===== src/hw/rtu_map.svh =====
// Constants for the serial-bus slave supervision block and its master
`ifndef RTU_MAP_SVH
`define RTU_MAP_SVH
`define RTU_CLK_MHZ 50
`define RTU_APPLY_MAX_US 2000
`define RTU_CFG_MAX_US 1000000
`define RTU_APPLY_MAX_CYC (`RTU_APPLY_MAX_US * `RTU_CLK_MHZ)
`define RTU_CFG_MAX_CYC (`RTU_CFG_MAX_US * `RTU_CLK_MHZ)
`define RTU_FC_RD 8'h03
`define RTU_FC_WR1 8'h06
`define RTU_FC_DIAG 8'h08
`define RTU_FC_WRN 8'h10
`define RTU_FC_RW 8'h17
`define RTU_EXC_NONE 8'h00
`define RTU_EXC_FUNC 8'h01
`define RTU_EXC_RANGE 8'h03
`define RTU_EXC_BUSY 8'h04
`define RTU_ERR_TX 8'h84
`define RTU_ERR_UNDEF 8'h88
`define RTU_ERR_UI 8'h89
`define RTU_ERR_NVM 8'h8A
`define RTU_ERR_RANGE 8'h8C
`define RTU_ERR_DIS 8'h8D
`define RTU_ALM_BUS 8'h81
`define RTU_ALM_TX 8'h84
`define RTU_ALM_TMO 8'h85
`define RTU_AXIS_MAX 8'h18
`define RTU_RD_TOTAL 8'h7D
`define RTU_WR_TOTAL 8'h7B
`define RTU_RW_WTOTAL 8'h79
`define RTU_BCAST 8'h00
`define RTU_HOST_CMD 4'h0
`define RTU_HOST_CNT 4'h1
`define RTU_HOST_GO 4'h2
`define RTU_HOST_STAT 4'h3
`endif


===== src/hw/rtu_pkg.sv =====
// Types and shared register-count checks for the supervision block
`include "rtu_map.svh"
package rtu_pkg;
   typedef logic [7:0] rtu_byte_t;
   typedef enum logic [1:0] {RTU_IDLE, RTU_WAIT, RTU_TURN, RTU_SEND} rtu_state_e;

   function automatic logic rtu_in(input rtu_byte_t v, input rtu_byte_t hi);
      return (v != 8'h00) && (v <= hi);
   endfunction : rtu_in

   // Shared mode budget; read total loses one check slot per axis
   function automatic logic rtu_shared_ok(input rtu_byte_t fc, input rtu_byte_t cnt,
         input rtu_byte_t wcnt, input rtu_byte_t tot, input rtu_byte_t wtot,
         input rtu_byte_t axes);
      rtu_byte_t rlim;
      rlim = `RTU_RD_TOTAL - axes;
      case (fc)
         `RTU_FC_RD: return rtu_in(cnt, `RTU_AXIS_MAX) && rtu_in(tot, rlim);
         `RTU_FC_WRN: return rtu_in(cnt, `RTU_AXIS_MAX) && rtu_in(tot, `RTU_WR_TOTAL);
         `RTU_FC_RW: return rtu_in(cnt, `RTU_AXIS_MAX) && rtu_in(wcnt, `RTU_AXIS_MAX)
            && rtu_in(tot, rlim) && rtu_in(wtot, `RTU_RW_WTOTAL);
         default: return 1'b1;
      endcase
   endfunction : rtu_shared_ok
endpackage : rtu_pkg


===== src/hw/rtu_link_if.sv =====
// Query/response link between the bus master and one slave
`timescale 1ns/10ps
interface rtu_link_if (input logic mclk);
   logic qry_end;
   logic [7:0] qry_addr;
   logic [7:0] qry_func;
   logic [7:0] qry_cnt;
   logic [7:0] qry_wcnt;
   logic [7:0] qry_total;
   logic [7:0] qry_wtotal;
   logic qry_err;
   logic qry_cfg;
   logic rsp_valid;
   logic [7:0] rsp_exc;
   logic rsp_ack;
   logic cfg_busy;
   modport dev (input qry_end, qry_addr, qry_func, qry_cnt, qry_wcnt, qry_total,
      qry_wtotal, qry_err, qry_cfg, rsp_ack, output rsp_valid, rsp_exc, cfg_busy);
   modport mst (output qry_end, qry_addr, qry_func, qry_cnt, qry_wcnt, qry_total,
      qry_wtotal, qry_err, qry_cfg, rsp_ack, input rsp_valid, rsp_exc, cfg_busy);
endinterface : rtu_link_if


===== src/hw/rtu_slave_dev.sv =====
// Slave end: timing, error codes, alarms, information and shared-address replies
// Functional notes
// Reply after silent gap plus longer wait
// Apply change within gap, processing, 2 ms
// Configuration ends within 1 s; no writes
// Link indicator red only for code 84h
// Keep readable volatile error history
// Map exceptions to error codes 84h..8Dh
// Bus alarm: outputs flip, motor stops, red
// Link_indicator power falling edge raises alarm 81h
// Consecutive transmission errors raise alarm 84h
// Communication timeout raises alarm 85h
// Information keeps motor running, blinks blue
// Error run over threshold; good frame resets
// Processing time over limit raises information
// Communication interval over limit raises information
// Group member accepts shared group address
// Group members reply in ascending rank
// Group size and distinct ranks are master's
// Member still serves unicast and broadcast
// Shared read/write register count limits
// Shared read-write register count limits
// Shared mode refuses single write, diagnosis
// Shared read total loses one per axis
// Wait for all lower ranks to finish
// Ignore shared address when unset or mismatched
//
// Strobed register access and the placing of the registers were chosen for this implementation.
`timescale 1ns/10ps
module rtu_slave_dev import rtu_pkg::*; #(
   parameter int HIST_DEPTH = 8,
   parameter int APPLY_MAX_CYC = `RTU_APPLY_MAX_CYC,
   parameter int CFG_MAX_CYC = `RTU_CFG_MAX_CYC
) (
   // Clock and reset
   input wire logic mclk,
   input wire logic rstn,
   // Link to the master
   rtu_link_if.dev link,
   // Addressing
   input wire logic [7:0] own_addr,
   input wire logic [7:0] group_shared_address,
   input wire logic [7:0] group_size,
   input wire logic [7:0] member_response_rank,
   input wire logic peer_done,
   // Timing settings in clock cycles
   input wire logic [19:0] silent_interval,
   input wire logic [19:0] query_processing_time,
   input wire logic [19:0] transmit_wait_time,
   input wire logic [19:0] apply_lag,
   // Supervision settings
   input wire logic [7:0] err_detect_count,
   input wire logic [7:0] consecutive_error_info_threshold,
   input wire logic [31:0] processing_time_info_limit,
   input wire logic [31:0] interval_info_limit,
   input wire logic [31:0] link_indicator_timeout,
   input wire logic [2:0] power_loss_action,
   input wire logic link_indicator_power,
   // Application status
   input wire logic ui_busy,
   input wire logic nvm_busy,
   input wire logic exec_disable,
   input wire logic cfg_done,
   input wire logic alarm_clear,
   input wire logic info_clear,
   // History read port
   input wire logic [$clog2(HIST_DEPTH)-1:0] hist_idx,
   output logic [7:0] hist_data,
   output logic [7:0] last_error,
   // Indicators and actions
   output logic alarm_output_active_high,
   output logic alarm_output_active_low,
   output logic motor_stop,
   output logic [7:0] alarm_code,
   output logic [2:0] info_flags,
   output logic [1:0] power_system_indicator,
   output logic link_indicator,
   output logic apply_pulse
);
   localparam int HW = $clog2(HIST_DEPTH);
   localparam logic [31:0] APPLY_MAX = 32'(APPLY_MAX_CYC);
   localparam logic [31:0] CFG_MAX = 32'(CFG_MAX_CYC);

   rtu_state_e st_q;
   logic [31:0] cnt_q, ivl_q, cfg_cnt_q;
   logic [7:0] exc_q, err_run_q, peer_q, alm_code_q, last_q, hist_rd_q;
   logic shr_q, bc_q, act_q, cfg_q, cfg_busy_q, alm_q, red_q, pwr_s1_q, pwr_s2_q, pwr_d_q;
   logic apply_q;
   logic [2:0] info_q;
   logic [7:0] hist_q [HIST_DEPTH];
   logic [HW-1:0] wptr_q;

   ////////////////////////////////////////////////////////////////////////////
   // Address and function decode
   wire own_hit = link.qry_addr == own_addr;
   wire bc_hit = link.qry_addr == `RTU_BCAST;
   wire shr_hit = (group_size != 8'h00) && (link.qry_addr == group_shared_address)
      && !bc_hit && !own_hit;
   wire take = link.qry_end && !link.qry_err && (own_hit || bc_hit || shr_hit)
      && st_q == RTU_IDLE;
   wire tx_err = link.qry_end && link.qry_err;
   wire [7:0] fc = link.qry_func;
   wire fc_rd = fc == `RTU_FC_RD;
   wire fc_w1 = fc == `RTU_FC_WR1;
   wire fc_wn = fc == `RTU_FC_WRN;
   wire fc_rw = fc == `RTU_FC_RW;
   wire fc_dg = fc == `RTU_FC_DIAG;
   wire is_wr = fc_w1 || fc_wn || fc_rw;
   wire undef = !(fc_rd || fc_w1 || fc_wn || fc_rw || fc_dg)
      || (shr_hit && (fc_w1 || fc_dg));
   wire uni_ok = fc_rd ? rtu_in(link.qry_cnt, `RTU_RD_TOTAL)
      : fc_wn ? rtu_in(link.qry_cnt, `RTU_WR_TOTAL)
      : fc_rw ? rtu_in(link.qry_cnt, `RTU_RD_TOTAL)
         && rtu_in(link.qry_wcnt, `RTU_RW_WTOTAL) : 1'b1;
   wire shr_ok = rtu_shared_ok(fc, link.qry_cnt, link.qry_wcnt, link.qry_total,
      link.qry_wtotal, group_size);
   wire bad_rng = shr_hit ? !shr_ok : !uni_ok;
   // Priority: undefined, range, then the busy/disable refusals
   wire [7:0] exc_d = undef ? `RTU_EXC_FUNC : bad_rng ? `RTU_EXC_RANGE
      : ((ui_busy || nvm_busy || exec_disable) && is_wr) ? `RTU_EXC_BUSY : `RTU_EXC_NONE;
   wire [7:0] code_d = link.qry_err ? `RTU_ERR_TX : undef ? `RTU_ERR_UNDEF
      : bad_rng ? `RTU_ERR_RANGE : ui_busy ? `RTU_ERR_UI
      : nvm_busy ? `RTU_ERR_NVM : `RTU_ERR_DIS;
   wire err_ev = tx_err || (take && exc_d != `RTU_EXC_NONE);

   ////////////////////////////////////////////////////////////////////////////
   // Timing points, counted from the end of the query
   wire [31:0] wait_max = 32'(silent_interval) + 32'(query_processing_time > transmit_wait_time
      ? query_processing_time : transmit_wait_time);
   wire [31:0] lag = 32'(apply_lag) > APPLY_MAX ? APPLY_MAX : 32'(apply_lag);
   wire [31:0] apply_at = 32'(silent_interval) + 32'(query_processing_time) + lag;
   wire my_turn = !shr_q || ({24'h0000_00, peer_q} + 32'h0000_0001
      >= 32'(member_response_rank));
   wire send_go = st_q == RTU_WAIT && cnt_q >= wait_max && !bc_q;
   wire done_bc = st_q == RTU_WAIT && bc_q && cnt_q >= apply_at;
   wire fire = act_q && cnt_q == apply_at;
   wire rsp_start = st_q == RTU_TURN && my_turn;

   always_ff @(posedge mclk) begin
      if (!rstn) begin
         st_q <= RTU_IDLE;
      end else begin
         case (st_q)
            RTU_IDLE: if (take) st_q <= RTU_WAIT;
            RTU_WAIT: if (send_go) st_q <= RTU_TURN;
               else if (done_bc) st_q <= RTU_IDLE;
            RTU_TURN: if (rsp_start) st_q <= RTU_SEND;
            RTU_SEND: if (link.rsp_ack) st_q <= RTU_IDLE;
            default: st_q <= RTU_IDLE;
         endcase
      end
   end

   always_ff @(posedge mclk) begin
      if (!rstn) begin
         cnt_q <= 32'h0000_0000;
         exc_q <= 8'h00;
         shr_q <= 1'b0;
         bc_q <= 1'b0;
         act_q <= 1'b0;
         cfg_q <= 1'b0;
         peer_q <= 8'h00;
         apply_q <= 1'b0;
      end else begin
         apply_q <= fire;
         cnt_q <= take ? 32'h0000_0000 : (cnt_q == 32'hFFFF_FFFF ? cnt_q : cnt_q + 32'h0000_0001);
         peer_q <= take ? 8'h00 : (peer_done ? peer_q + 8'h01 : peer_q);
         if (take) begin
            exc_q <= exc_d;
            shr_q <= shr_hit;
            bc_q <= bc_hit;
            act_q <= exc_d == `RTU_EXC_NONE && (is_wr || link.qry_cfg);
            cfg_q <= link.qry_cfg;
         end
         if (fire) begin
            act_q <= 1'b0;
         end
      end
   end

   ////////////////////////////////////////////////////////////////////////////
   // Configuration hold: ends on completion or at the 1 s ceiling
   always_ff @(posedge mclk) begin
      if (!rstn) begin
         cfg_busy_q <= 1'b0;
         cfg_cnt_q <= 32'h0000_0000;
      end else if (fire && cfg_q) begin
         cfg_busy_q <= 1'b1;
         cfg_cnt_q <= 32'h0000_0000;
      end else if (cfg_busy_q) begin
         cfg_cnt_q <= cfg_cnt_q + 32'h0000_0001;
         if (cfg_done || cfg_cnt_q + 32'h0000_0001 >= CFG_MAX) cfg_busy_q <= 1'b0;
      end
   end

   ////////////////////////////////////////////////////////////////////////////
   // Error history, volatile: only reset clears it
   always_ff @(posedge mclk) begin
      if (!rstn) begin
         wptr_q <= '0;
         last_q <= 8'h00;
         hist_rd_q <= 8'h00;
         for (int i = 0; i < HIST_DEPTH; i++) hist_q[i] <= 8'h00;
      end else begin
         hist_rd_q <= hist_q[hist_idx];
         if (err_ev) begin
            hist_q[wptr_q] <= code_d;
            wptr_q <= wptr_q + 1'b1;
            last_q <= code_d;
         end
      end
   end

   ////////////////////////////////////////////////////////////////////////////
   // Supervision: error run, interval, power edge, alarms and information
   wire good = take && exc_d == `RTU_EXC_NONE;
   wire [7:0] run_nx = err_run_q == 8'hFF ? err_run_q : err_run_q + 8'h01;
   wire pwr_fall = pwr_d_q && !pwr_s2_q;
   wire act_alm = power_loss_action >= 3'd1 && power_loss_action <= 3'd4;
   wire a81 = pwr_fall && act_alm;
   wire a84 = tx_err && err_detect_count != 8'h00 && run_nx >= err_detect_count;
   wire a85 = link_indicator_timeout != 32'h0000_0000 && ivl_q >= link_indicator_timeout;
   wire i_err = tx_err && run_nx > consecutive_error_info_threshold;
   wire i_prc = rsp_start && cnt_q > processing_time_info_limit;
   wire i_ivl = take && ivl_q > interval_info_limit;

   always_ff @(posedge mclk) begin
      if (!rstn) begin
         err_run_q <= 8'h00;
         ivl_q <= 32'h0000_0000;
         pwr_s1_q <= 1'b1;
         pwr_s2_q <= 1'b1;
         pwr_d_q <= 1'b1;
         red_q <= 1'b0;
      end else begin
         pwr_s1_q <= link_indicator_power;
         pwr_s2_q <= pwr_s1_q;
         pwr_d_q <= pwr_s2_q;
         if (tx_err) err_run_q <= run_nx;
         else if (good) err_run_q <= 8'h00;
         if (tx_err) red_q <= 1'b1;
         else if (good) red_q <= 1'b0;
         ivl_q <= take ? 32'h0000_0000
            : (ivl_q == 32'hFFFF_FFFF ? ivl_q : ivl_q + 32'h0000_0001);
      end
   end

   always_ff @(posedge mclk) begin
      if (!rstn) begin
         alm_q <= 1'b0;
         alm_code_q <= 8'h00;
         info_q <= 3'b000;
      end else begin
         info_q <= (info_clear ? 3'b000 : info_q) | {i_ivl, i_prc, i_err};
         if (!alm_q && (a81 || a84 || a85)) begin
            alm_q <= 1'b1;
            alm_code_q <= a81 ? `RTU_ALM_BUS : a84 ? `RTU_ALM_TX : `RTU_ALM_TMO;
         end else if (alarm_clear && !(a81 || a84 || a85)) begin
            alm_q <= 1'b0;
            alm_code_q <= 8'h00;
         end
      end
   end

   ////////////////////////////////////////////////////////////////////////////
   // Outputs
   assign link.rsp_valid = st_q == RTU_SEND;
   assign link.rsp_exc = exc_q;
   assign link.cfg_busy = cfg_busy_q;
   assign hist_data = hist_rd_q;
   assign last_error = last_q;
   assign alarm_output_active_high = alm_q;
   assign alarm_output_active_low = !alm_q;
   assign motor_stop = alm_q;
   assign alarm_code = alm_code_q;
   assign info_flags = info_q;
   // Alarm blink red outranks information blink blue
   assign power_system_indicator = alm_q ? 2'b01 : (info_q != 3'b000 ? 2'b10 : 2'b00);
   assign link_indicator = red_q;
   assign apply_pulse = apply_q;
endmodule : rtu_slave_dev


===== src/flat_wrapper.sv =====
// flat-port wrapper written by rule: the top's interface ports become plain ports
module rtu_slave_dev_flat import rtu_pkg::*;
#(
   parameter int HIST_DEPTH = 8,
   parameter int APPLY_MAX_CYC = `RTU_APPLY_MAX_CYC,
   parameter int CFG_MAX_CYC = `RTU_CFG_MAX_CYC
)
  (mclk, rstn, own_addr, group_shared_address, group_size, member_response_rank, peer_done, silent_interval, query_processing_time, transmit_wait_time, apply_lag, err_detect_count, consecutive_error_info_threshold, processing_time_info_limit, interval_info_limit, link_indicator_timeout, power_loss_action, link_indicator_power, ui_busy, nvm_busy, exec_disable, cfg_done, alarm_clear, info_clear, hist_idx, hist_data, last_error, alarm_output_active_high, alarm_output_active_low, motor_stop, alarm_code, info_flags, power_system_indicator, link_indicator, apply_pulse, link_qry_end, link_qry_addr, link_qry_func, link_qry_cnt, link_qry_wcnt, link_qry_total, link_qry_wtotal, link_qry_err, link_qry_cfg, link_rsp_ack, link_rsp_valid, link_rsp_exc, link_cfg_busy);
  rtu_link_if link_i (.mclk(mclk));
  input wire logic mclk;
  input wire logic rstn;
  input wire logic [7:0] own_addr;
  input wire logic [7:0] group_shared_address;
  input wire logic [7:0] group_size;
  input wire logic [7:0] member_response_rank;
  input wire logic peer_done;
  input wire logic [19:0] silent_interval;
  input wire logic [19:0] query_processing_time;
  input wire logic [19:0] transmit_wait_time;
  input wire logic [19:0] apply_lag;
  input wire logic [7:0] err_detect_count;
  input wire logic [7:0] consecutive_error_info_threshold;
  input wire logic [31:0] processing_time_info_limit;
  input wire logic [31:0] interval_info_limit;
  input wire logic [31:0] link_indicator_timeout;
  input wire logic [2:0] power_loss_action;
  input wire logic link_indicator_power;
  input wire logic ui_busy;
  input wire logic nvm_busy;
  input wire logic exec_disable;
  input wire logic cfg_done;
  input wire logic alarm_clear;
  input wire logic info_clear;
  input wire logic [$clog2(HIST_DEPTH)-1:0] hist_idx;
  output logic [7:0] hist_data;
  output logic [7:0] last_error;
  output logic alarm_output_active_high;
  output logic alarm_output_active_low;
  output logic motor_stop;
  output logic [7:0] alarm_code;
  output logic [2:0] info_flags;
  output logic [1:0] power_system_indicator;
  output logic link_indicator;
  output logic apply_pulse;
  input wire logic [$bits(link_i.qry_end)-1:0] link_qry_end;
  input wire logic [$bits(link_i.qry_addr)-1:0] link_qry_addr;
  input wire logic [$bits(link_i.qry_func)-1:0] link_qry_func;
  input wire logic [$bits(link_i.qry_cnt)-1:0] link_qry_cnt;
  input wire logic [$bits(link_i.qry_wcnt)-1:0] link_qry_wcnt;
  input wire logic [$bits(link_i.qry_total)-1:0] link_qry_total;
  input wire logic [$bits(link_i.qry_wtotal)-1:0] link_qry_wtotal;
  input wire logic [$bits(link_i.qry_err)-1:0] link_qry_err;
  input wire logic [$bits(link_i.qry_cfg)-1:0] link_qry_cfg;
  input wire logic [$bits(link_i.rsp_ack)-1:0] link_rsp_ack;
  output wire logic [$bits(link_i.rsp_valid)-1:0] link_rsp_valid;
  output wire logic [$bits(link_i.rsp_exc)-1:0] link_rsp_exc;
  output wire logic [$bits(link_i.cfg_busy)-1:0] link_cfg_busy;
  assign link_i.qry_end = link_qry_end;
  assign link_i.qry_addr = link_qry_addr;
  assign link_i.qry_func = link_qry_func;
  assign link_i.qry_cnt = link_qry_cnt;
  assign link_i.qry_wcnt = link_qry_wcnt;
  assign link_i.qry_total = link_qry_total;
  assign link_i.qry_wtotal = link_qry_wtotal;
  assign link_i.qry_err = link_qry_err;
  assign link_i.qry_cfg = link_qry_cfg;
  assign link_i.rsp_ack = link_rsp_ack;
  assign link_rsp_valid = link_i.rsp_valid;
  assign link_rsp_exc = link_i.rsp_exc;
  assign link_cfg_busy = link_i.cfg_busy;
  rtu_slave_dev #(.HIST_DEPTH(HIST_DEPTH), .APPLY_MAX_CYC(APPLY_MAX_CYC), .CFG_MAX_CYC(CFG_MAX_CYC)) u_core (.mclk(mclk), .rstn(rstn), .link(link_i), .own_addr(own_addr), .group_shared_address(group_shared_address), .group_size(group_size), .member_response_rank(member_response_rank), .peer_done(peer_done), .silent_interval(silent_interval), .query_processing_time(query_processing_time), .transmit_wait_time(transmit_wait_time), .apply_lag(apply_lag), .err_detect_count(err_detect_count), .consecutive_error_info_threshold(consecutive_error_info_threshold), .processing_time_info_limit(processing_time_info_limit), .interval_info_limit(interval_info_limit), .link_indicator_timeout(link_indicator_timeout), .power_loss_action(power_loss_action), .link_indicator_power(link_indicator_power), .ui_busy(ui_busy), .nvm_busy(nvm_busy), .exec_disable(exec_disable), .cfg_done(cfg_done), .alarm_clear(alarm_clear), .info_clear(info_clear), .hist_idx(hist_idx), .hist_data(hist_data), .last_error(last_error), .alarm_output_active_high(alarm_output_active_high), .alarm_output_active_low(alarm_output_active_low), .motor_stop(motor_stop), .alarm_code(alarm_code), .info_flags(info_flags), .power_system_indicator(power_system_indicator), .link_indicator(link_indicator), .apply_pulse(apply_pulse));
endmodule

===== config.mk =====
export PLATFORM = sky130hd
export DESIGN_NAME = rtu_slave_dev_flat
export DESIGN_NICKNAME = d
export VERILOG_FILES = /design/src/hw/rtu_pkg.sv /design/src/hw/rtu_link_if.sv /design/src/hw/rtu_slave_dev.sv /design/src/flat_wrapper.sv
export VERILOG_INCLUDE_DIRS = /design/src /design/src/hw
export SDC_FILE = /design/constraint.sdc
export NUM_CORES = 1
export LEC_CHECK = 0
export BUFFER_PORTS_ARGS = -buffer_cell sky130_fd_sc_hd__buf_2
export CORE_ASPECT_RATIO = 0.9
export CORE_UTILIZATION = 35
export DETAILED_ROUTE_END_ITERATION = 8
export GPL_ROUTABILITY_DRIVEN = 0
export HOLD_SLACK_MARGIN = 0.08
export PLACE_DENSITY = 0.59
export SLEW_MARGIN = 20
export SYNTH_ARGS = -nofsm -noshare
export SYNTH_HDL_FRONTEND = slang
export SYNTH_SLANG_ARGS = --single-unit

===== constraint.sdc =====
create_clock -name mclk -period 11.5 [get_ports mclk]
set_input_delay 1.15 -clock mclk [delete_from_list [all_inputs] [get_ports mclk]]
set_output_delay 1.15 -clock mclk [all_outputs]
set_load 0.03 [all_outputs]

* Yosys cells after proc, flatten, opt, wreduce, memory -nomap -nowiden
Memory sizes are Yosys's and may differ from the RTL's. A register that Yosys moved wholly into a read port is not among the register bits. Cells that the tools add are included.
Cells by class: $add $sub $neg 11, magnitude comparators 21, equality and inequality tests 18, mux-type cells 45, bitwise gates (word level) 2, reductions and logical operators 93
Operators with widths (count):
- 2-to-1 mux 8 bit | 13
- adder 32 x 1 -> 32 bit (second input constant) | 3
- >= comparator 32 bit | 3
- equality test 32 bit (second input constant) | 2
- greater-than comparator 32 bit | 2
- nonzero test 8 bit | 7
- logical AND 1 bit | 44
- less-or-equal comparator 8 x 7 -> 1 bit (second input constant) | 5
- 2-to-1 mux 20 bit | 2
- adder 20 x 32 -> 32 bit | 1
- adder 32 bit | 1
- equality test 32 bit | 1
- >= comparator 32 x 26 -> 1 bit (second input constant) | 1
- >= comparator 32 x 8 -> 1 bit | 1
- nonzero test 32 bit | 1
- adder 20 x 20 -> 21 bit | 1
- greater-than comparator 20 x 17 -> 1 bit (second input constant) | 1
- greater-than comparator 20 bit | 1
- logical OR 1 bit | 18
- 2-to-1 mux 1 bit | 17
- adder 8 x 1 -> 8 bit (second input constant) | 2
- equality test 8 x 5 -> 1 bit (second input constant) | 2
- equality test 8 bit | 2
- less-or-equal comparator 8 x 5 -> 1 bit (second input constant) | 2
- other kinds (31) | 57
Storage, ports and cells: bits in registers 155, RAM bits 64, input bits 292, output and inout bits 44, logic and storage cells 213, memories kept 1
Memory list:
- u_core.hist_q | depth 8, width 8, read ports 1, clocked after memory_dff 1, write ports 8, line rtu_slave_dev.sv:90 | logic [7:0] hist_q [HIST_DEPTH];

* Longest topological paths before layout
Gate-level depths: netlist of the first run.
depth after elaboration 18, gate-level depth with buffers 30, mapped depth without buffers 29

* Least setup slack after synthesis of the first run
OpenSTA, ideal clock, no wires.
kind in2reg, start point input transmit_wait_time[19], end point register u_core.st_q[0], setup time 58 ps, arrival 6357 ps, data required time 11442 ps, slack 5085 ps, stages on the path 28, path buffers 1, path through inv_1 > ha_1 > nand4_1 > nor2_1 > nand3_1 > o221ai_1 > a21oi_1 > nor2_1 > clkbuf_1 > mux2_2 > ha_1 > fa_1 > nand3_1 > a21oi_1 > o31a_1 > a41o_1 > nor4_1 > nor3_1 > a2111oi_1 > nor2_1 > a211oi_1 > ha_1 > nand2_1 > nor2_1 > a211oi_1 > nand3_1 > o211ai_1 > o211a_1
On the way: longest elaborated chain between the ends 8, elaborated cells on any way between the ends 10, those cells by class add/sub (1); order compare (2); eq/ne (1); mux (3); reduce/logical (3)
RTL lines:
- start: declaration | line flat_wrapper.sv:19 | input wire logic [19:0] transmit_wait_time;
- greater-than comparator 20 bit | line rtu_slave_dev.sv:128 | wire [31:0] wait_max = 32'(silent_interval) + 32'(query_processing_time > transmit_wait_time
- 2-to-1 mux 20 bit * | line rtu_slave_dev.sv:129 | ? query_processing_time : transmit_wait_time);
- adder 20 x 32 -> 32 bit * | line rtu_slave_dev.sv:128
- >= comparator 32 bit * | line rtu_slave_dev.sv:134 | wire send_go = st_q == RTU_WAIT && cnt_q >= wait_max && !bc_q;
- logical AND 1 bit * (2 in series) | line rtu_slave_dev.sv:134
- != test 3 x 1 -> 1 bit (no line) or 2-to-1 mux 2 bit (tied branches)
- AND reduction 4 bit (no line) or one-hot mux 2 bit (4 select lines) (tied branches)
- end signal: assignment | line rtu_slave_dev.sv:141 | st_q <= RTU_IDLE;
- end signal: assignment | line rtu_slave_dev.sv:144 | RTU_IDLE: if (take) st_q <= RTU_WAIT;
- end signal: assignment | line rtu_slave_dev.sv:145 | RTU_WAIT: if (send_go) st_q <= RTU_TURN;
- end: declaration | line rtu_slave_dev.sv:84 | rtu_state_e st_q;
Every way passes the cells marked *; elsewhere a longest branch is shown, timed or not. A chain may end at the register's enable or synchronous reset.

* Final worst setup path of the first run
start point input query_processing_time[18], end point register u_core.st_q[0]
On the way: longest elaborated chain between the ends 8, elaborated cells on any way between the ends 14, those cells by class add/sub (3); order compare (3); eq/ne (1); mux (3); reduce/logical (4)
RTL lines:
- start: declaration | line flat_wrapper.sv:18 | input wire logic [19:0] query_processing_time;
- greater-than comparator 20 bit | line rtu_slave_dev.sv:128
- 2-to-1 mux 20 bit | line rtu_slave_dev.sv:129
- adder 20 x 32 -> 32 bit | line rtu_slave_dev.sv:128
- >= comparator 32 bit | line rtu_slave_dev.sv:134
- logical AND 1 bit (2 in series) | line rtu_slave_dev.sv:134
- != test 3 x 1 -> 1 bit (no line) or 2-to-1 mux 2 bit (tied branches)
- AND reduction 4 bit (no line) or one-hot mux 2 bit (4 select lines) (tied branches)
Parallel ways exist; a longest one is shown, timed or not.

==> results_dict.tcl, run 1 <==
set metrics [dict create \
    status "finished, final reports clean" \
    post_cts_resized 0 \
    start_kind "input pin" \
    synth_ff_type "dfxtp_1" \
    die_x_um 236 \
    tritoncts "yes" \
    syn_inst 2129 \
    path_max_fanout 20 \
    fin_nets 2984 \
    firstDrtPassIters 5 \
    reg2reg_depth 15 \
    p_total_mw 1.87 \
    synth_edf_count 32 \
    peakVddDrop_mv 0.0932 \
    clock_skew_ns 0.0156 \
    ys_warn_count 0 \
    cts_max_path_buffers 2 \
    viasPerCell 5.23 \
    clk_pin_slew_ns 0.09 \
    p_per_area_nw_per_um2 93.4 \
    arrival_ns 7.31 \
    fin_crit_sh 0.600 \
    ys_seq_area_frac 0.235 \
    timing.hold.ws_ns 0.428 \
    coreArea_um2 48200 \
    io_buffers 319 \
    cts_made_buffers 17 \
    reg2reg_slack_ns 7.77 \
    place_hpwl_um 41300 \
    setup_viol 0 \
    clock_latency_ns 0.46 \
    hold_class "reg2reg" \
    drc 0 \
    whs_path_depth 1 \
    rsz0062_at_grt "false" \
    finalSetupTns_ns 0 \
    syn_area_um2 17200 \
    grt_pass1_vias 15500 \
    synth_commonest_cells "ha_1 (260), nor2_1 (222), inv_1 (188), dfxtp_1 (154), a21oi_1 (132)" \
    worstHoldStart "u_core.pwr_s1_q" \
    r2r_end "u_core.alarm_code[0]" \
    synth_area_leaders "ha_1 (19%), dfxtp_1 (18%), xor2_1 (5.7%)" \
    crit_path_top_delay_cell "a2111oi_1" \
    wire_per_inst_um 16.2 \
    postCtsSetupBuffers 0 \
    drv_slew 0 \
    finalHoldViolCount 0 \
    cp.required_ns 11.91 \
    cap_violations 0 \
    ys_types 76 \
    ys_async_sr_fraction 0 \
    grt_max_degree 41 \
    clock_sinks 186 \
    vias 16100 \
    antenna_found_initial 10 \
    worstReg2RegStart "u_core.err_run_q[0]" \
    max_clock_freq_mhz 145 \
    start_util 0.357 \
    final_antenna_net_count 0 \
    ys_seq_elements 186 \
    gr-total-overflow 0 \
    yosysTopAreaCellShare 0.189 \
    drt_iter0_drc 997 \
    area_growth_syn_to_layout_pct 16.7 \
    synth.largest_area_cell "ha_1" \
    synth.most_common_cell "ha_1" \
    period_minus_slack_ns 6.90 \
    htree_levels 4 \
    nFillCells 4847 \
    worstSetupPathType "in2reg" \
    p_leak_nw 9.49 \
    num_rows 76 \
    io_pins 336 \
    cts_root_buf "clkbuf_16" \
    max_slew_margin 0.325 \
    worstMarginPinSlew_ns 1.01 \
    path_common_cell "nor2_1" \
    grt_pass1_wl_um 79600 \
    drive_gt1_frac 0.172 \
    drt_wl_total_um 49800 \
    fp.dieArea_um2 50000 \
    max_stage_delay_ns 0.56 \
    crit_path_end_kind "register" \
    grt_usage 0.198 \
    syn_avg_cell_area_um2 8.07 \
    hold_buffers 0 \
    die_h_um 212 \
    whs_endpoint "u_core.pwr_s2_q" \
]
==> stage by stage <==
step,cell area [um^2],setup WS [ns],std cells,util
2_1_floorplan,17300,5.09,2147,-
3_3_place_gp,19400,4.39,3034,0.402
3_5_place_dp,19400,4.19,3034,0.402
4_1_cts,20000,4.67,3066,0.416
5_1_grt,20100,4.06,3071,0.416
6_report,20100,4.60,3074,0.416
==> layout make-up <==
class | instances | area, um^2 | area share
multi-input cells | 1706 | 12200 | 0.607
flip-flops and latches | 186 | 4040 | 0.202
repair buffers | 328 | 1660 | 0.0830
well taps | 624 | 781 | 0.0389
inverters | 190 | 713 | 0.0356
clock buffers | 17 | 425 | 0.0212
clock inverters | 15 | 235 | 0.0117
diodes | 8 | 20.0 | 0.000998
==> placed cells by master (no fill, tap or decap), types with 32 or more instances in the layout <==
cell type	instances
nor2_1	222
buf_2	319
xnor2_1	72
and3_1	32
nand2b_1	35
nor4_1	39
nand2_1	124
xor2_1	111
a21o_1	56
and2_1	32
ha_1	260
edfxtp_1	32
dfxtp_1	154
nand3_1	105
inv_1	188
nand4_1	57
nor3_1	44
o21ai_0	70
a21oi_1	132
==> logic make-up (layout without fill, tap and decap cells) <==
family,Yosys count,count (layout),synth area share
AOI/OAI and AO/OA,404,404,0.152
adders and majority gates,263,263,0.193
and+or+nand+nor,796,796,0.233
buffers and inverters,255,550,0.0608
muxes,41,41,0.0326
DFF,186,186,0.235
xor gates and xnor gates,183,183,0.0932
other,1,27,0.000218
==> worst max-delay path: cells and delay by family <==
kind | cells | cell delay, ns
fa+ha+maj | 4 | 1.22
simple gates | 11 | 1.61
mux | 1 | 0.38
buf+inv | 2 | 0.42
compound gates | 10 | 2.55
==> power breakdown <==
| group | total [mW] | internal, mW | switching (mW) |
|---|---|---|---|
| registers | 0.680 | 0.671 | 0.00846 |
| clock network | 0.639 | 0.324 | 0.315 |
| logic | 0.554 | 0.243 | 0.310 |
| total | 1.87 | 1.24 | 0.634 |
==> registers in the layout, summed over array words and instances, names as in the netlist, 2 cells and up, named ones only <==
name	flops
u_core.err_run_q	8
u_core.link.rsp_exc	3
u_core.cfg_cnt_q	32
u_core.info_flags	3
u_core.alarm_code	2
u_core.last_error	5
u_core.hist_q	40
u_core.peer_q	8
u_core.cnt_q	32
u_core.ivl_q	32
u_core.wptr_q	3
u_core.hist_data	5
==> worst max path at each step <==
| stage | start | end | slack (ns) | depth (start not counted) |
|---|---|---|---|---|
| 4_1_cts | transmit_wait_time[18] | u_core.st_q[0] | 4.67 | 29 |
| 6_report | query_processing_time[18] | u_core.st_q[0] | 4.60 | 28 |
| 3_3_place_gp | query_processing_time[1] | register | 4.39 | 29 |
| 3_5_place_dp | transmit_wait_time[18] | register | 4.19 | 29 |
| 2_1_floorplan | transmit_wait_time[19] | u_core.st_q[0] | 5.09 | 28 |
| 5_1_grt | transmit_wait_time[18] | u_core.st_q[0] | 4.06 | 29 |
==> metal layers <==
layer,vias up,routed length (um),GRT usage
met1,7483,24200,0.269
met2,355,22700,0.319
li1,8170,-,-
met5,-,17,0
met4,4,847,0.0550
met3,58,2050,0.0357
Note: power is estimated with default switching activity, not from simulation.
==> run 2: changes to the inputs <==
PLACE_DENSITY = 0.61   (was 0.59)
clock period = 5.83 ns   (was 11.5 ns; I/O delays follow)
==> run 2 against run 1 <==
- hold slack lost 0.11 ns
- largest power group unchanged
- clock-buffer cell count increased by 1
- via count increased by 1.7%
- largest cell class unchanged
- critical path depth decreased by 1
- global-route usage about the same
==> results_dict.tcl, run 2 (synthesized netlist as in run 1, its figures left out) <==
set metrics [dict create \
    finalHoldViolCount 0 \
    grt_pass1_vias 15400 \
    worstReg2RegStart "u_core.err_run_q[0]" \
    cap_violations 0 \
    wl_met3_um 1990 \
    fin_crit_sh 0.950 \
    io_buffers 319 \
    worstMarginPinSlew_ns 0.999 \
    max_clock_freq_mhz 181 \
    fin_ws_ns 0.293 \
    final_cell_mix "buf_2 (319), ha_1 (260), nor2_1 (221), inv_1 (188), dfxtp_1 (154)" \
    fp.dieArea_um2 50000 \
    start_util 0.357 \
    status "finished, final reports clean" \
    grt_pass1_wl_um 79200 \
    dp_slack_ns -0.490 \
    start_kind "input pin" \
    drive_gt1_frac 0.202 \
    power_frac_clock 0.322 \
    hold_buffers 0 \
    highest_layer "met5" \
    r2r_end "u_core.alarm_code[0]" \
    cts_made_buffers 17 \
    max_slew_margin 0.328 \
    hold_class "in2reg" \
    clock_latency_ns 0.47 \
    clock_sinks 186 \
    fin_nets 3060 \
    cts_max_path_buffers 2 \
    wire_per_inst_um 16.0 \
    wl_met2_um 23200 \
    htree_levels 4 \
    intPower_mw 2.52 \
    arrival_ns 5.95 \
    rsz0062_at_grt "false" \
    drv_slew 0 \
    worstSetupPathType "in2reg" \
    viasPerCell 5.20 \
    wl_met1_um 24100 \
    cts_root_buf "clkbuf_16" \
    peakVddDrop_mv 0.210 \
    drt_wl_total_um 50200 \
    die_h_um 212 \
    top_register "u_core.hist_q" \
    io_pins 336 \
    reg2reg_slack_ns 2.09 \
    final_antenna_net_count 0 \
    coreArea_um2 48200 \
    setup_viol 0 \
    largest_reg_flops 40 \
    crit_path_end_kind "register" \
    drc 0 \
    tritoncts "yes" \
    fin_area_um2 20600 \
    vias 16300 \
    clk_pin_slew_ns 0.07 \
    antenna_found_initial 4 \
    switching_share 0.323 \
    power_frac_seq 0.361 \
    place_hpwl_um 41700 \
    timing.hold.ws_ns 0.317 \
    firstDrtPassIters 5 \
    p_per_area_nw_per_um2 180 \
    drt_iter0_drc 860 \
    grt_usage 0.197 \
    area_growth_syn_to_layout_pct 20.0 \
    gr-total-overflow 0 \
    die_x_um 236 \
    reg2reg_depth 15 \
    clock_skew_ns 0.0203 \
    grt_max_degree 40 \
    startpoint "transmit_wait_time[19]" \
    dpl_cell_area_um2 20000 \
    cp.required_ns 6.24 \
    path_max_fanout 6 \
    endpoint "u_core.st_q[0]" \
    p_comb_frac 0.317 \
    p_sw_mw 1.20 \
    period_minus_slack_ns 5.54 \
    p_leak_nw 9.85 \
    num_rows 76 \
    final_common_cell "buf_2" \
]
-- run 2: through the flow --
step | TNS (ns) | power [mW] | std cells | util
finish | 0 | 3.72 | 3145 | 0.428
CTS | 0 | 3.74 | 3141 | 0.426
detailed placement | -3.43 | 2.54 | 3109 | 0.414
global placement | -0.711 | 2.50 | 3109 | 0.414
global route | 0 | 3.94 | 3144 | 0.428
floorplan | 0 | 2.13 | 2147 | -
-- run 2: how the worst min path moves through the flow --
stage,start,endpoint,slack [ns],cells past startpoint
after floorplan,u_core.pwr_s1_q,u_core.pwr_s2_q,0.39,1
after global placement,u_core.pwr_s1_q,u_core.pwr_s2_q,0.40,1
after detailed placement,u_core.pwr_s2_q,u_core.pwr_d_q,0.41,1
after CTS,link_indicator_power,u_core.pwr_s1_q,0.29,2
after global routing,link_indicator_power,u_core.pwr_s1_q,0.30,2
final,link_indicator_power,u_core.pwr_s1_q,0.32,2
-- run 2: timing repair --
| action | in CTS | in global routing |
|---|---|---|
| buffers inserted | 0 | 1 |
| setup endpoints to repair | 2 | 37 |
| gates resized for setup | 1 | 16 |
| pin swaps | 0 | 7 |
-- run 2: layout make-up --
type / instances / area [um^2]
clock buffers: 18 / 429
multi-input cells: 1706 / 12200
clock inverters: 14 / 165
flip-flops and latches: 186 / 4040
diodes: 3 / 7.51
fillers: 4791 / 27600
repair buffers: 404 / 2250
well taps: 624 / 781
inverters: 190 / 713
-- run 2: power by group through the flow --
stage | clock network, mW | logic [mW] | registers, mW
floorplan | 0 | 0.756 | 1.37
global placement | 0 | 1.13 | 1.37
detailed placement | 0 | 1.16 | 1.37
CTS | 1.22 | 1.17 | 1.34
global route | 1.27 | 1.33 | 1.34
finish | 1.20 | 1.18 | 1.34
-- run 2: worst max-delay path: stages --
cell and delay [ns]:
buf_2 0.08, inv_1 0.04, ha_1 0.31, nand4_1 0.17, nor2_2 0.22, nand3_2 0.11, o221ai_1 0.21, a21oi_1 0.07
nor2_1 0.11, buf_4 0.15, buf_4 0.15, mux2_2 0.35, ha_1 0.29, a21oi_1 0.19, a21oi_1 0.13, o31a_1 0.33
a41o_1 0.29, or2_2 0.30, a41oi_1 0.25, xor2_1 0.20, ha_1 0.26, nor2b_1 0.14, or4_1 0.40, o2111ai_1 0.11
a21oi_1 0.08, o211ai_1 0.23, o211a_1 0.17
-- run 2: layer usage --
metal,GRT usage,vias up
met4,0.0552,2
met3,0.0312,45
li1,-,8316
met5,0,-
met1,0.267,7672
met2,0.324,314
==> run 3: changes to the inputs <==
CORE_UTILIZATION = 52   (was 35)
PLACE_DENSITY = 0.83   (was 0.61)
==> run 3 against run 2 <==
- sequential power about the same
- flip-flop and latch count did not move
- clock-buffer cell count rose by 3
- clock skew shrank 0.0081 ns
- first-iteration DRC count up 56%
- design area decreased by 1.8%
- global-route usage increased by 8.2 points
- hold slack better by 0.0057 ns
- critical path depth unchanged
- cell count is 6.8% lower
- via count is 3.6% higher
- critical path type unchanged
- largest cell class unchanged
- highest routed layer is now met4
==> results_dict.tcl, run 3 (synthesized netlist as in run 1, its figures left out) <==
set metrics [dict create \
    timing.hold.ws_ns 0.322 \
    grt_pass1_vias 16400 \
    p_per_area_nw_per_um2 179 \
    drt_wl_total_um 47900 \
    finalHoldViolCount 0 \
    start_kind "input pin" \
    multi_input_area_um2 12200 \
    fp.dieArea_um2 33800 \
    drc 0 \
    arrival_ns 5.97 \
    fin_cells 2930 \
    gr-total-overflow 0 \
    nFillCells 2744 \
    place_hpwl_um 38900 \
    cts_made_buffers 17 \
    coreArea_um2 32200 \
    max_stage_delay_ns 0.39 \
    place_inst 2886 \
    clk_pin_slew_ns 0.07 \
    cts_root_buf "clkbuf_16" \
    htree_levels 4 \
    clock_sinks 186 \
    status "finished, final reports clean" \
    worstSetupPathType "in2reg" \
    largest_reg_flops 40 \
    die_x_um 194 \
    final_common_cell "buf_2" \
    utilization 0.629 \
    vias 16900 \
    tritoncts "yes" \
    fin_crit_sh 0.955 \
    clock_latency_ns 0.45 \
    max_slew_margin 0.326 \
    io_buffers 319 \
    final_cell_mix "buf_2 (319), ha_1 (260), nor2_1 (220), inv_1 (188), dfxtp_1 (154)" \
    grt_pass1_wl_um 77800 \
    grt_usage 0.279 \
    peakVddDrop_mv 0.177 \
    top_register "u_core.hist_q" \
    hold_class "in2reg" \
    die_h_um 174 \
    max_clock_freq_mhz 180 \
    path_max_fanout 3 \
    firstDrtPassIters 6 \
    setup_viol 0 \
    cts_max_path_buffers 2 \
    drt_iter0_drc 1342 \
    seq_area_um2 4040 \
    viasPerCell 5.78 \
    p_leak_nw 9.77 \
    wire_per_inst_um 16.3 \
    crit_path_top_delay_cell "fa_1" \
    worstMarginPinSlew_ns 1.01 \
    cap_violations 0 \
    drive_gt1_frac 0.197 \
    area_growth_syn_to_layout_pct 17.8 \
    drv_slew 0 \
    cp.required_ns 6.23 \
    final_antenna_net_count 0 \
    io_pins 336 \
    crit_path_end_kind "register" \
    num_rows 62 \
    antenna_found_initial 8 \
    grt_max_degree 42 \
    fin_nets 3048 \
    clock_skew_ns 0.0123 \
    start_util 0.534 \
    period_minus_slack_ns 5.57 \
]
==> run 3: cell count changes in the layout (fill, tap and decap cells not counted), sizes merged <==
cell           previous run  this run
buf                     404       391
clkdlybuf4s15             0         1
clkinv                    8         5
clkbuf                   18        21
diode                     3         8
clkinvlp                  1         2
bufinv                    2         1
==> run 3: cell type report <==
class	count	share of cell area
Antenna cell	8	0.000988
Clock buffer	21	0.0222
Clock inverter	11	0.00544
Inverter	190	0.0352
Multi-Input combinational cell	1706	0.604
Sequential cell	186	0.200
Tap cell	416	0.0257
Timing Repair Buffer	392	0.107
==> run 3: repair_timing <==
action,CTS,global route
gates cloned,0,1
hold buffers,0,0
gates resized for setup,2,15
setup endpoints to repair,2,36
pin swaps,0,7
buffers inserted,0,3
==> run 3: final timing paths <==
path                                           startpoint                    to  slack, ns  cells after the start
worst min register to register            u_core.pwr_s2_q        u_core.pwr_d_q       0.44                      1
worst min-delay path                 link_indicator_power       u_core.pwr_s1_q       0.32                      2
worst max register to register        u_core.err_run_q[0]  u_core.alarm_code[0]       2.17                     15
worst max-delay path            query_processing_time[19]        u_core.st_q[0]       0.26                     27
==> run 3: power by group <==
group | internal (mW) | total [mW] | switching, mW
combinational | 0.534 | 1.16 | 0.624
clock | 0.607 | 1.13 | 0.524
sequential | 1.32 | 1.34 | 0.0172
total | 2.47 | 3.63 | 1.17
==> run 3: metrics by stage <==
step | total power [mW] | setup TNS [ns] | instance area [um^2] | worst slack, ns
floorplan | 2.13 | 0 | 17300 | 0.122
CTS | 3.62 | 0 | 20100 | 0.0696
global route | 3.83 | -0.0366 | 20300 | -0.0254
global placement | 2.45 | -0.635 | 19600 | -0.322
detailed placement | 2.50 | -4.67 | 19600 | -0.530
finish | 3.63 | 0 | 20300 | 0.260
==> run 3: per-layer routing <==
layer,track usage,share of wire
met2,0.470,0.48
met1,0.361,0.44
met3,0.0446,0.062
met5,0,0
met4,0.100,0.025
==> run 3: worst max-delay path: cells and delay by family <==
kind	cells	cell delay, ns
adder cells (fa/ha/maj)	4	1.17
buffers and inverters	2	0.29
AO/OA/AOI/OAI	10	2.08
AND/OR/NAND/NOR	9	1.29
XOR/XNOR	1	0.15
multiplexers	1	0.37
